[src/mcp_consts.vh]
/*
 Constants for the memory configuration and PROM programming control block:
 register indices and bus addresses, field positions, reset values, memory
 map boundaries and answer codes. Assumes inclusion by bare name.
*/
`ifndef MCP_CONSTS_VH
`define MCP_CONSTS_VH

// Register indices as printed; byte address is four times the index
`define MCP_IDX_PROM_PROGRAM_CONTROL 16'h001C
`define MCP_IDX_OPTION 16'h1FDF
`define MCP_BUS_AW 15
`define MCP_ADDR_PROM_PROGRAM_CONTROL 15'h0070
`define MCP_ADDR_OPTION 15'h7F7C

// Option register fields
`define MCP_OPT_PAGE_ZERO_RAM_SELECT 7
`define MCP_OPT_PAGE_ONE_RAM_SELECT 6
`define MCP_OPT_SEC 3
`define MCP_OPT_SPARE 2
`define MCP_OPT_IRQ 1

// Programming register fields and reset value
`define MCP_PRG_LAT 2
`define MCP_PRG_PGM 0
`define MCP_PRG_RESET 8'h00

// Memory map, 13-bit CPU address
`define MCP_CPU_AW 13
`define MCP_REG_TOP 13'h001F
`define MCP_PZ_RSVD_TOP 13'h002F
`define MCP_PZ_TOP 13'h004F
`define MCP_RAM_TOP 13'h00FF
`define MCP_P1_TOP 13'h015F
`define MCP_PROM_TOP 13'h1EFF
`define MCP_OPT_ADDR 13'h1FDF
`define MCP_VEC_LO 13'h1FF4

// Decode region codes
`define MCP_RG_REGS 3'h0
`define MCP_RG_RAM 3'h1
`define MCP_RG_PROM 3'h2
`define MCP_RG_BOOT 3'h3
`define MCP_RG_OPTION 3'h4
`define MCP_RG_VECTOR 3'h5
`define MCP_RG_RSVD 3'h6

// Misc
`define MCP_SP_RESET 8'hFF
`define MCP_PROM_ERASED 8'h00
`define MCP_RESP_OKAY 2'h0
`define MCP_RESP_SLVERR 2'h2
`define MCP_STRAP_WAIT 2'h3

`endif

[src/mcp_memory_ctrl.v]
/*
 Memory configuration and PROM programming control: option and programming
 registers behind an AXI4-Lite slave, CPU address decode, stack pointer and
 PROM address/data latches.
 Assumes one clock aclk with synchronous active-low reset; the CPU port is on
 aclk; the lockout strap comes from a pin and is synchronised here.
*/
// The AXI4-Lite interface to the registers was chosen for this implementation.
`timescale 1ns/10ps
`include "mcp_consts.vh"

module mcp_memory_ctrl (
    // Clock and reset
    input wire aclk,
    input wire aresetn,
    // AXI4-Lite write address and data
    input wire awvalid,
    output reg awready,
    input wire [`MCP_BUS_AW-1:0] awaddr,
    input wire [2:0] awprot,
    input wire wvalid,
    output reg wready,
    input wire [31:0] wdata,
    input wire [3:0] wstrb,
    // AXI4-Lite write response
    output reg bvalid,
    input wire bready,
    output reg [1:0] bresp,
    // AXI4-Lite read
    input wire arvalid,
    output reg arready,
    input wire [`MCP_BUS_AW-1:0] araddr,
    input wire [2:0] arprot,
    output reg rvalid,
    input wire rready,
    output reg [31:0] rdata,
    output reg [1:0] rresp,
    // CPU side
    input wire [`MCP_CPU_AW-1:0] cpu_addr,
    input wire [7:0] cpu_wdata,
    input wire cpu_wr,
    input wire stack_push,
    input wire stack_pull,
    output reg [2:0] cpu_region,
    output reg [7:0] stack_ptr,
    // Nonvolatile lockout cell and mode outputs
    input wire lockout_cell_in,
    output reg bootloader_enable,
    output reg irq_level_sense,
    output reg page_zero_ram_select,
    output reg page_one_ram_select,
    // PROM programming
    output reg [`MCP_CPU_AW-1:0] prom_latch_addr,
    output reg [7:0] prom_latch_data,
    output reg prom_latched,
    output reg prom_high_voltage_enable
);

    reg aw_held;
    reg w_held;
    reg [`MCP_BUS_AW-1:0] aw_addr_q;
    reg [31:0] w_data_q;
    reg [3:0] w_strb_q;
    reg prom_latch_enable;
    reg irq_written;
    reg opt_spare;
    reg bootloader_lockout;
    reg lk_s1;
    reg lk_s2;
    reg lk_s3;
    reg [1:0] strap_cnt;
    reg strap_loaded;
    reg [7:0] opt_read;
    reg [7:0] prom_program_control_read;
    reg [2:0] next_region;
    wire wr_go;
    wire wr_opt;
    wire wr_prom_program_control;
    wire [7:0] wbyte;

    assign wr_go = aw_held && w_held && !bvalid;
    assign wr_opt = wr_go && w_strb_q[0] && (aw_addr_q == `MCP_ADDR_OPTION);
    assign wr_prom_program_control = wr_go && w_strb_q[0] && (aw_addr_q == `MCP_ADDR_PROM_PROGRAM_CONTROL);
    assign wbyte = w_data_q[7:0];

    // Read views; unused bits forced to zero
    always @* begin
        opt_read = 8'h00;
        opt_read[`MCP_OPT_PAGE_ZERO_RAM_SELECT] = page_zero_ram_select;
        opt_read[`MCP_OPT_PAGE_ONE_RAM_SELECT] = page_one_ram_select;
        opt_read[`MCP_OPT_SEC] = bootloader_lockout;
        opt_read[`MCP_OPT_SPARE] = opt_spare;
        opt_read[`MCP_OPT_IRQ] = irq_level_sense;
        prom_program_control_read = 8'h00;
        prom_program_control_read[`MCP_PRG_LAT] = prom_latch_enable;
        prom_program_control_read[`MCP_PRG_PGM] = prom_high_voltage_enable;
    end

    // Address decode; region tracks RAM-select bits on the next edge
    always @* begin
        if (cpu_addr <= `MCP_REG_TOP) begin
            next_region = `MCP_RG_REGS;
        end else if (cpu_addr <= `MCP_PZ_RSVD_TOP) begin
            next_region = page_zero_ram_select ? `MCP_RG_RSVD : `MCP_RG_PROM;
        end else if (cpu_addr <= `MCP_PZ_TOP) begin
            next_region = page_zero_ram_select ? `MCP_RG_RAM : `MCP_RG_PROM;
        end else if (cpu_addr <= `MCP_RAM_TOP) begin
            next_region = `MCP_RG_RAM;
        end else if (cpu_addr <= `MCP_P1_TOP) begin
            next_region = page_one_ram_select ? `MCP_RG_RAM : `MCP_RG_PROM;
        end else if (cpu_addr <= `MCP_PROM_TOP) begin
            next_region = `MCP_RG_PROM;
        end else if (cpu_addr == `MCP_OPT_ADDR) begin
            next_region = `MCP_RG_OPTION;
        end else if (cpu_addr >= `MCP_VEC_LO) begin
            next_region = `MCP_RG_VECTOR;
        end else begin
            next_region = `MCP_RG_BOOT;
        end
    end

    // Lockout strap synchroniser; first stage feeds only the second
    always @(posedge aclk) begin
        lk_s1 <= lockout_cell_in;
        lk_s2 <= lk_s1;
        lk_s3 <= lk_s2;
    end

    // Lockout cell: no reset term, it models a nonvolatile bit
    always @(posedge aclk) begin
        if (!strap_loaded && strap_cnt == `MCP_STRAP_WAIT && lk_s2 == lk_s3) begin
            bootloader_lockout <= lk_s3;
        end else if (wr_opt && wbyte[`MCP_OPT_SEC] && prom_high_voltage_enable) begin
            bootloader_lockout <= 1'b1;
        end
        if (wr_opt) begin
            opt_spare <= wbyte[`MCP_OPT_SPARE];
        end
    end

    // Reset-aware control state
    always @(posedge aclk) begin
        if (!aresetn) begin
            strap_cnt <= 2'h0;
            strap_loaded <= 1'b0;
            bootloader_enable <= 1'b0;
            page_zero_ram_select <= 1'b0;
            page_one_ram_select <= 1'b0;
            irq_level_sense <= 1'b1;
            irq_written <= 1'b0;
            cpu_region <= `MCP_RG_REGS;
            stack_ptr <= `MCP_SP_RESET;
        end else begin
            if (strap_cnt != `MCP_STRAP_WAIT) begin
                strap_cnt <= strap_cnt + 2'h1;
            end else if (!strap_loaded && lk_s2 == lk_s3) begin
                strap_loaded <= 1'b1;
            end
            // Held disabled until the cell is known; safe default
            if (strap_loaded) begin
                bootloader_enable <= !bootloader_lockout;
            end
            if (wr_opt) begin
                page_zero_ram_select <= wbyte[`MCP_OPT_PAGE_ZERO_RAM_SELECT];
                page_one_ram_select <= wbyte[`MCP_OPT_PAGE_ONE_RAM_SELECT];
                irq_written <= 1'b1;
                if (!irq_written && !wbyte[`MCP_OPT_IRQ]) begin
                    irq_level_sense <= 1'b0;
                end
            end
            cpu_region <= next_region;
            if (stack_push && !stack_pull) begin
                stack_ptr <= stack_ptr - 8'h01;
            end else if (stack_pull && !stack_push) begin
                stack_ptr <= stack_ptr + 8'h01;
            end
        end
    end

    // Programming register and PROM latches
    always @(posedge aclk) begin
        if (!aresetn) begin
            prom_latch_enable <= 1'b0;
            prom_high_voltage_enable <= 1'b0;
            prom_latched <= 1'b0;
            prom_latch_addr <= {`MCP_CPU_AW{1'b0}};
            prom_latch_data <= `MCP_PROM_ERASED;
        end else begin
            if (wr_prom_program_control) begin
                prom_latch_enable <= wbyte[`MCP_PRG_LAT];
                // Voltage needs latch enable already on; clearing latch drops it
                prom_high_voltage_enable <= wbyte[`MCP_PRG_PGM] && prom_latch_enable
                    && wbyte[`MCP_PRG_LAT];
                if (!wbyte[`MCP_PRG_LAT]) begin
                    prom_latched <= 1'b0;
                end
            end
            // Only the first write after enabling is captured; later ones leave the
            // latches alone so a running program pulse sees stable values
            if (cpu_wr && prom_latch_enable && !prom_latched) begin
                prom_latched <= 1'b1;
                prom_latch_addr <= cpu_addr;
                prom_latch_data <= cpu_wdata;
            end
        end
    end

    // AXI4-Lite write channel
    always @(posedge aclk) begin
        if (!aresetn) begin
            awready <= 1'b1;
            wready <= 1'b1;
            aw_held <= 1'b0;
            w_held <= 1'b0;
            aw_addr_q <= {`MCP_BUS_AW{1'b0}};
            w_data_q <= 32'h00000000;
            w_strb_q <= 4'h0;
            bvalid <= 1'b0;
            bresp <= `MCP_RESP_OKAY;
        end else begin
            if (awvalid && awready) begin
                aw_held <= 1'b1;
                awready <= 1'b0;
                aw_addr_q <= awaddr;
            end
            if (wvalid && wready) begin
                w_held <= 1'b1;
                wready <= 1'b0;
                w_data_q <= wdata;
                w_strb_q <= wstrb;
            end
            if (wr_go) begin
                bvalid <= 1'b1;
                if (aw_addr_q == `MCP_ADDR_OPTION || aw_addr_q == `MCP_ADDR_PROM_PROGRAM_CONTROL) begin
                    bresp <= `MCP_RESP_OKAY;
                end else begin
                    bresp <= `MCP_RESP_SLVERR;
                end
            end
            if (bvalid && bready) begin
                bvalid <= 1'b0;
                aw_held <= 1'b0;
                w_held <= 1'b0;
                awready <= 1'b1;
                wready <= 1'b1;
            end
        end
    end

    // AXI4-Lite read channel
    always @(posedge aclk) begin
        if (!aresetn) begin
            arready <= 1'b1;
            rvalid <= 1'b0;
            rdata <= 32'h00000000;
            rresp <= `MCP_RESP_OKAY;
        end else begin
            if (arvalid && arready) begin
                arready <= 1'b0;
                rvalid <= 1'b1;
                case (araddr)
                    `MCP_ADDR_OPTION: begin
                        rdata <= {24'h000000, opt_read};
                        rresp <= `MCP_RESP_OKAY;
                    end
                    `MCP_ADDR_PROM_PROGRAM_CONTROL: begin
                        rdata <= {24'h000000, prom_program_control_read};
                        rresp <= `MCP_RESP_OKAY;
                    end
                    default: begin
                        rdata <= 32'h00000000;
                        rresp <= `MCP_RESP_SLVERR;
                    end
                endcase
            end
            if (rvalid && rready) begin
                rvalid <= 1'b0;
                arready <= 1'b1;
            end
        end
    end

endmodule

[config.mk]
export PLATFORM = sky130hd
export DESIGN_NAME = mcp_memory_ctrl
export DESIGN_NICKNAME = d
export VERILOG_FILES = /design/src/mcp_memory_ctrl.v
export VERILOG_INCLUDE_DIRS = /design/src /design/src/src
export SDC_FILE = /design/constraint.sdc
export NUM_CORES = 1
export LEC_CHECK = 0
export BUFFER_PORTS_ARGS = -buffer_cell sky130_fd_sc_hd__buf_2
export CORE_ASPECT_RATIO = 1.4
export CORE_UTILIZATION = 46
export DETAILED_ROUTE_END_ITERATION = 8
export GPL_ROUTABILITY_DRIVEN = 1
export PLACE_DENSITY = 0.91
export REMOVE_ABC_BUFFERS = 1
export SLEW_MARGIN = 20
export SYNTH_ARGS = -nofsm -noshare
export SYNTH_HDL_FRONTEND = slang
export SYNTH_SLANG_ARGS = --single-unit
export TNS_END_PERCENT = 5
[constraint.sdc]
create_clock -name aclk -period 3.3 [get_ports aclk]
set_input_delay 0.66 -clock aclk [delete_from_list [all_inputs] [get_ports aclk]]
set_output_delay 0.66 -clock aclk [all_outputs]
set_load 0.03 [all_outputs]
After elaboration in Yosys (flattened, before gate mapping)
Cells that the tools add are included.
W data, S select, Z words.

word-level totals
  flip-flop bits (word level) = 115
  latch bits = 0
  RAM bits = 0
  ROM bits = 0
  input bits = 104
  output and inout port bits = 79
  logic and storage cells = 114
  memories kept = 0

operators by class
  add/sub/neg operators = 3
  multipliers = 0
  divide/modulo/power cells = 0
  $lt $le $gt $ge = 7
  equality and inequality tests = 9
  shift-type cells = 0
  multiplexer cells = 20
  bitwise logic cells = 2
  reduce and logical (&&, ||, !) cells = 41

operators with widths
  cell                    count
  $eq A15 B15 Y1 const B  2
  $eq A15 B7 Y1 const B   2
  $mux W3                 8
  $logic_and A1 B1 Y1     22
  $mux W8                 2
  $pmux W8 S2             1
  $eq A13 B13 Y1 const B  1
  $ge A13 B13 Y1 const B  1
  $le A13 B13 Y1 const B  1
  $le A13 B5 Y1 const B   1
  $le A13 B6 Y1 const B   1
  $le A13 B7 Y1 const B   1
  $le A13 B8 Y1 const B   1
  $le A13 B9 Y1 const B   1
  $add A8 B1 Y8 const B   1
  $logic_not A1 Y1        8
  $mux W2                 4
  $reduce_or A2 Y1        4
  $sub A8 B1 Y8 const B   1
  $reduce_and A2 Y1       3
  $reduce_bool A2 Y1      3
  $mux W1                 5
  $add A2 B1 Y2 const B   1
  $eq A2 B2 Y1 const B    1
  5 further kinds         6

Depth between registers and ports, before layout
Gate-level depths: netlist of the first run.

  depth after elaboration = 8
  gate-level depth with buffers = 9
  mapped depth without buffers = 9

Least setup slack after synthesis of the first run
OpenSTA, ideal clock, no wires.

  path kind = input-to-reg
  start = in stack_pull
  end = reg stack_ptr[7]
  library setup time = 0.123 ns
  data arrival time = 2.376 ns
  required time = 3.177 ns
  path slack = 0.800 ns
  stages on the path = 8
  buffers on the path = 0
  path through = inv_1 > ha_1 > ha_1 > a211oi_1 > nor2_1 > a311o_1 > o221a_2 > mux2_1

on the way
  longest elaborated chain between the ends = 3
  elaborated cells between the ends (all ways) = 5
  those cells by class = mux (1); reduce/logical (4)

RTL lines
  element                                               line                   text
  from (decl)                                           mcp_memory_ctrl.v:43   input wire stack_pull,
  $logic_not A1 Y1                                      mcp_memory_ctrl.v:172  if (stack_push && !stack_pull) begin
  $logic_and A1 B1 Y1                                   mcp_memory_ctrl.v:172
  $mux W8 / $reduce_bool A2 Y1 (equally long branches)  -
  to (signal assigned)                                  mcp_memory_ctrl.v:152  stack_ptr <= `MCP_SP_RESET;
  to (signal assigned)                                  mcp_memory_ctrl.v:173  stack_ptr <= stack_ptr - 8'h01;
  to (signal assigned)                                  mcp_memory_ctrl.v:175  stack_ptr <= stack_ptr + 8'h01;
  to (decl)                                             mcp_memory_ctrl.v:45   output reg [7:0] stack_ptr,

Parallel ways exist; a longest one is shown, timed or not.
A chain may end at the register's enable or synchronous reset.

Final worst setup path of the first run
Ends and elaborated chain as after synthesis.

==> impl_results.md, run 1 <==
- Outcome: finished, final reports clean
- Crit-path max FO: 8
- Fmax: roughly 410 MHz
- Worst R2R Path Depth: 6
- R2R Path End: stack_ptr[7]$_SDFFE_PN1P_
- Port Buffers: between 100 and 150
- H-tree Lvls: 3
- Worst slew pin tran: 0.825 ns
- WHS Endpoint: lk_s2$_DFF_P_
- Fin. Hold Viols: 0
- # Max-Cap Violations: 0
- GRT Residual Overflow: 0
- Post-cts sizing count: 0
- Layout Nets: about 670
- DRC violations left: 0
- Register area share after synthesis: 44.8%
- DR iter-0 viols: 117
- Post-synth EDFFs: 2
- CTS clk-pin slew, worst paths: roughly 0.070 ns
- Initial core utilization: a little under half
- TritonCTS clock tree: yes
- Hold path startpoint: lk_s1$_DFF_P_
- Slew HR: 44.8%
- Top_reg_cell synth: dfxtp_1
- Crit path top cell by count: ha_1
- RSZ-0062 raised after global routing: false
- Buf+Inv Stages, Crit Path: 2
- Worst Hold Class: register to register
- Worst vdd ir: 0.321 mV
- Largest net degree at the start of global routing: 47
- CTS Hold Bufs: 0
- # IOs: approximately 180
- Vert. Die Dim: 110 um
- DR vias/cell: 5.08
- Core region area: 0.00815 mm^2
- Number of fillers in the final layout: 764
- Clock root buffer: clkbuf_16
- Final WL: 8280 um
- Ant. Diodes: 0
- First drt pass iteration count: 4
- Post-synthesis register bit count: 85
- P per Cell Area: 535 mW/mm^2
- Die width: around 80 um
- CTS sink cnt: 85
- Placer Congestion: about 0.79
- FP Rows: 39
- Startpoint Class: input port
- Yosys cell types: 53
- Vias in the first global route: between 3,000 and 4,000
- WHS Path Cells: 0
- Setup TNS: 0 ns
- Mapped Cells: between 400 and 500
- Leakage: about 2.0 nW
- CP endpoint kind: register
- Clk_skew: 0.00704 ns
- Die area: 0.00873 mm^2
- Ys async rst share: 0%
- Via count: 3,356
- Wire per inst: 12.5 um
- Crit-path cells: buf_2 > inv_1 > ha_1 > ha_1 > a211oi_1 > nor2_1 > a311o_1 > o221a_2 > mux2_1
- Worst path max stage delay: approximately 0.36 ns
- R2R Setup Slk: 1.33 ns
- WP data arrival: 2.65 ns
- DPL Wire Length: around 6200 um
- Area Overhead vs Synth: 21.8%
- Clock Path Buffers: 2
- Worst Path Required: approximately 3.5 ns
- Postcts setup bufs: 0
- First-pass GRT wire length: 13,400 um
- Initial antenna violation count: 0
- Inserted Clock Buffers: 9
- Slowest CP cell: a311o_1
- Final core occ: between 50 and 60%
- GRT Overall Usage: 19.7%
- YS warnings: 0
- R2r startpoint: stack_ptr[1]$_SDFFE_PN1P_
- Crit path max-delay family: compound AO/OA/AOI/OAI gates
- Final setup violating endpoints: 0
- Cell Area, Synth: 0.00384 mm^2
- Latest clock arrival within the worst-skew pair: 0.34 ns
- Antenna-violating nets left: 0
- Final period util: 73.3%
- Share of layout cells above drive strength 1: 25.8%
- Post-Syn Area per Cell: 8.72 um^2
- Final Max Tran Viols: 0
- Setup CP Type: input port to register
- Tmin final: approximately 2.4 ns
layout by cell type (no fill, tap or decap), drive strengths merged, types with 6 or more instances in the layout:
cell type and count:
a21boi 47, nor2 11, o21ai 10, conb 28, nor2b 14, nor3 9, ha 8, a21oi 8
buf 120, mux2i 6, nand2 104, o21a 7, dfxtp 83, inv 13, clkbuf 9, nand3 16
kinds of logic after synthesis:
group	Yosys count	synth area share, %
adder cells (fa/ha/maj)	9	3.12
other	1	0.0975
AND/OR/NAND/NOR	184	22.7
buffers and inverters	55	8.36
multiplexers	8	2.15
XOR/XNOR	4	0.911
flip-flops	85	44.8
AO/OA/AOI/OAI	95	17.8
cells in the mapped netlist (all sizes together) (3+ instances only):
master / count / share of area [%]
nand2: 104 / 10
dfxtp: 83 / 43
a21boi: 47 / 9.2
buf: 28 / 5.5
clkbuf: 18 / 2.0
nand3: 16 / 2.1
nor2b: 14 / 2.3
nor2: 11 / 1.1
o21ai: 10 / 1.3
inv: 9 / 0.88
nor3: 9 / 1.2
a21oi: 8 / 1.0
ha: 8 / 2.6
o21a: 7 / 1.4
mux2i: 6 / 1.6
a211oi: 4 / 0.78
a22oi: 4 / 0.78
and2: 4 / 0.65
nand4: 4 / 0.65
o311ai: 4 / 0.91
and3: 3 / 0.49
nand3b: 3 / 0.59
or3: 3 / 0.52
worst max path at each step:
stage	startpoint	to	slack, ns	cells past startpoint
final	stack_pull	stack_ptr[7]$_SDFFE_PN1P_	0.88	9
after global routing	stack_pull	stack_ptr[7]$_SDFFE_PN1P_	0.72	9
after CTS	stack_pull	stack_ptr[7]$_SDFFE_PN1P_	0.89	9
after detailed placement	stack_pull	stack_ptr[7]$_SDFFE_PN1P_	0.53	9
after global placement	stack_pull	stack_ptr[7]$_SDFFE_PN1P_	0.57	9
after floorplan	stack_pull	stack_ptr[7]$_SDFFE_PN1P_	0.80	8
state kept, by name (all words and copies together), names as in the netlist, 2 cells and up:
register / cells
prom_latch_addr: 13
aw_addr_q: 15
w_data_q: 6
strap_cnt: 2
cpu_region: 3
prom_latch_data: 8
rdata: 6
stack_ptr: 8
area by class of cell:
| class | count | area, um^2 | share of cell area (%) |
|---|---|---|---|
| Multi-Input combinational cell | 328 | 1900 | 40.6 |
| Clock inverter | 7 | 67.6 | 1.44 |
| Clock buffer | 9 | 225 | 4.81 |
| Timing Repair Buffer | 120 | 603 | 12.9 |
| Inverter | 9 | 33.8 | 0.722 |
| Tap cell | 102 | 128 | 2.73 |
| Sequential cell | 85 | 1720 | 36.8 |
metrics by stage:
stage / total power, mW / hold WS (ns) / area (um^2) / instances / setup WS [ns]
floorplan: 1.42 / 0.310 / 3660 / 422 / 0.800
global placement: 1.53 / 0.318 / 4390 / 644 / 0.575
detailed placement: 1.55 / 0.325 / 4390 / 644 / 0.531
CTS: 2.52 / 0.342 / 4680 / 660 / 0.888
global route: 2.64 / 0.345 / 4680 / 660 / 0.720
finish: 2.50 / 0.337 / 4680 / 660 / 0.882
where the power goes:
group / total [mW] / internal (mW) / switching, mW
clock network: 0.973 / 0.528 / 0.445
logic: 0.407 / 0.156 / 0.251
registers: 1.12 / 1.08 / 0.0402
layer usage:
layer  wire length, um  track usage (%)  vias to the layer above
met2              4450             36.6                      104
li1                  -                -                     1684
met3               442             6.50                        8
met4                81             8.31                        0
met5                 0                0                        -
met1              3310             20.0                     1560
Power figures use the tool's default switching activity.
==> run 2, diff against run 1 <==
CORE_UTILIZATION = 42   (was 46)
PLACE_DENSITY = 0.88   (was 0.91)
clock period = 2.1 ns   (was 3.3 ns; I/O delays follow)
==> run 2 against run 1 <==
Sequential power is 58% higher. Final area is 4.1% higher. Final cell count up 3.8%. Global-route usage is 1.0 points lower. Wire length grew 3.1%. Die area is 9.3% higher. Highest routed layer unchanged. Non-clock buffer count up 22. Total power rose by 65%. First-iteration DRC count is 12% lower. Clock-buffer cell count up 1. Register-to-register slack worse by 1.2 ns.
==> impl_results.md, run 2 (same netlist as run 1, synthesis figures left out) <==
- Outcome: finished, final reports clean
- Min Hold Slack: 0.186 ns
- Crit-path cells: buf_2 > inv_1 > ha_2 > buf_4 > inv_1 > fa_1 > nor2b_2 > o21a_1 > o211ai_1 > and3b_1 > o311ai_0
- Latest clock arrival within the worst-skew pair: 0.33 ns
- Slowest CP cell: fa_1
- Via count: 3,421
- WP data arrival: 2.21 ns
- Layout Nets: 688
- Buf+Inv Stages, Crit Path: 4
- CTS Hold Bufs: 0
- Commonest cells after routing, fill and taps aside: buf_2 (119), nand2_1 (104), dfxtp_1 (83)
- Setup TNS: 0 ns
- DRC violations left: 0
- Die width: 82.9 um
- Wire per inst: between 10 and 15 um
- Vias in the first global route: about 3,300
- Worst path max stage delay: 0.40 ns
- Inserted Clock Buffers: 9
- Top flop regs: aw_addr_q: 15 flops, prom_latch_addr: 13 flops
- Leakage: 2.16 nW
- Startpoint Class: input port
- Final WL: 8540 um
- Crit path top cell by count: inv_1
- Fmax: 504 MHz
- First drt pass iteration count: 4
- Routed length on met1: 3530 um
- Tmin final: 1.98 ns
- Dpl ws: -0.345 ns
- Antenna-violating nets left: 0
- Fin. Hold Viols: 0
- # IOs: about 180
- # Max-Cap Violations: 0
- First-pass GRT wire length: 14,600 um
- Max reg flops: 15
- Wire length on met2: 4520 um
- Clock root buffer: clkbuf_16
- Initial core utilization: roughly 44%
- Final period util: 94.5%
- Crit-path max FO: 6
- Worst slew pin tran: 0.520 ns
- Worst vdd ir: about 0.44 mV
- Die area: 0.00955 mm^2
- Worst Path Required: approximately 2.3 ns
- Most common cell after layout, fill and taps aside: buf_2
- DR vias/cell: 4.99
- Port Buffers: 119
- CTS sink cnt: 85
- Final setup violating endpoints: 0
- GRT Residual Overflow: 0
- H-tree Lvls: 3
- CP endpoint kind: register
- Core region area: ~0.0087 mm^2
- Largest net degree at the start of global routing: 51
- Number of fillers in the final layout: 801
- GRT Overall Usage: 18.7%
- Ant. Diodes: 0
- CTS clk-pin slew, worst paths: about 0.060 ns
- Top reg by flops: aw_addr_q
- P per Cell Area: approximately 850 mW/mm^2
- Vert. Die Dim: 115 um
- Initial antenna violation count: 0
- Worst Hold Class: input port to register
- WL met3: roughly 380 um
- Placer Congestion: approximately 0.80
- DPL Wire Length: 6560 um
- Slew HR: 65.4%
- Setup CP Type: input port to register
- Crit path max-delay family: adder cells
- Uppermost layer routed: met4
- Share of layout cells above drive strength 1: 29.1%
- Clock Path Buffers: 2
- Final Max Tran Viols: 0
- TritonCTS clock tree: yes
- Area Overhead vs Synth: 26.8%
- DR iter-0 viols: 103
- Clk_skew: ~0.0069 ns
- Post-route setup slack: 0.116 ns
- FP Rows: 40
[run 2: cell types whose count changed in the layout (fill, tap and decap cells not counted), sizes merged]
cell / change
clkinvlp: -1
clkbuf: +1
inv: -1
buf: +22
bufinv: +1
[run 2: what timing repair did]
action	in CTS	in global routing
gates resized for setup	0	4
setup buffers	0	1
endpoints found under the setup margin	0	2
[run 2: layout make-up]
class	count	area, um^2	share of cell area [%]
multi-input combinational	328	1910	39.2
timing repair buffer	142	768	15.8
inverter	9	33.8	0.693
clock buffer	10	239	4.90
sequential	85	1720	35.3
tap	105	131	2.69
clock inverter	6	68.8	1.41
[run 2: worst paths after layout]
kind                             startpoint                        end  slack (ns)  cells after the start
setup / recovery                 stack_pull  stack_ptr[6]$_SDFFE_PN1P_        0.12                     11
hold / removal              lockout_cell_in              lk_s1$_DFF_P_        0.19                      1
hold reg to reg               lk_s1$_DFF_P_              lk_s2$_DFF_P_        0.33                      0
setup reg to reg  stack_ptr[1]$_SDFFE_PN1P_  stack_ptr[7]$_SDFFE_PN1P_        0.16                      6
[run 2: where the power goes]
group / internal [mW] / total [mW] / switching (mW)
clock: 0.967 / 1.63 / 0.659
combinational: 0.316 / 0.732 / 0.416
sequential: 1.70 / 1.77 / 0.0647
[run 2: stage by stage]
step	area, um^2	instances	utilization, %	power, mW
6_report	4880	685	56.0	4.12
5_1_grt	4880	685	56.0	4.33
4_1_cts	4860	684	55.8	4.15
3_5_place_dp	4550	668	52.3	2.52
3_3_place_gp	4550	668	52.3	2.48
2_1_floorplan	3660	422	-	2.23
[run 2: routing by layer]
metal	vias to the layer above	GRT usage, %
met5	-	0
met4	0	8.39
met3	11	3.52
li1	1732	-
met1	1579	20.3
met2	99	35.2
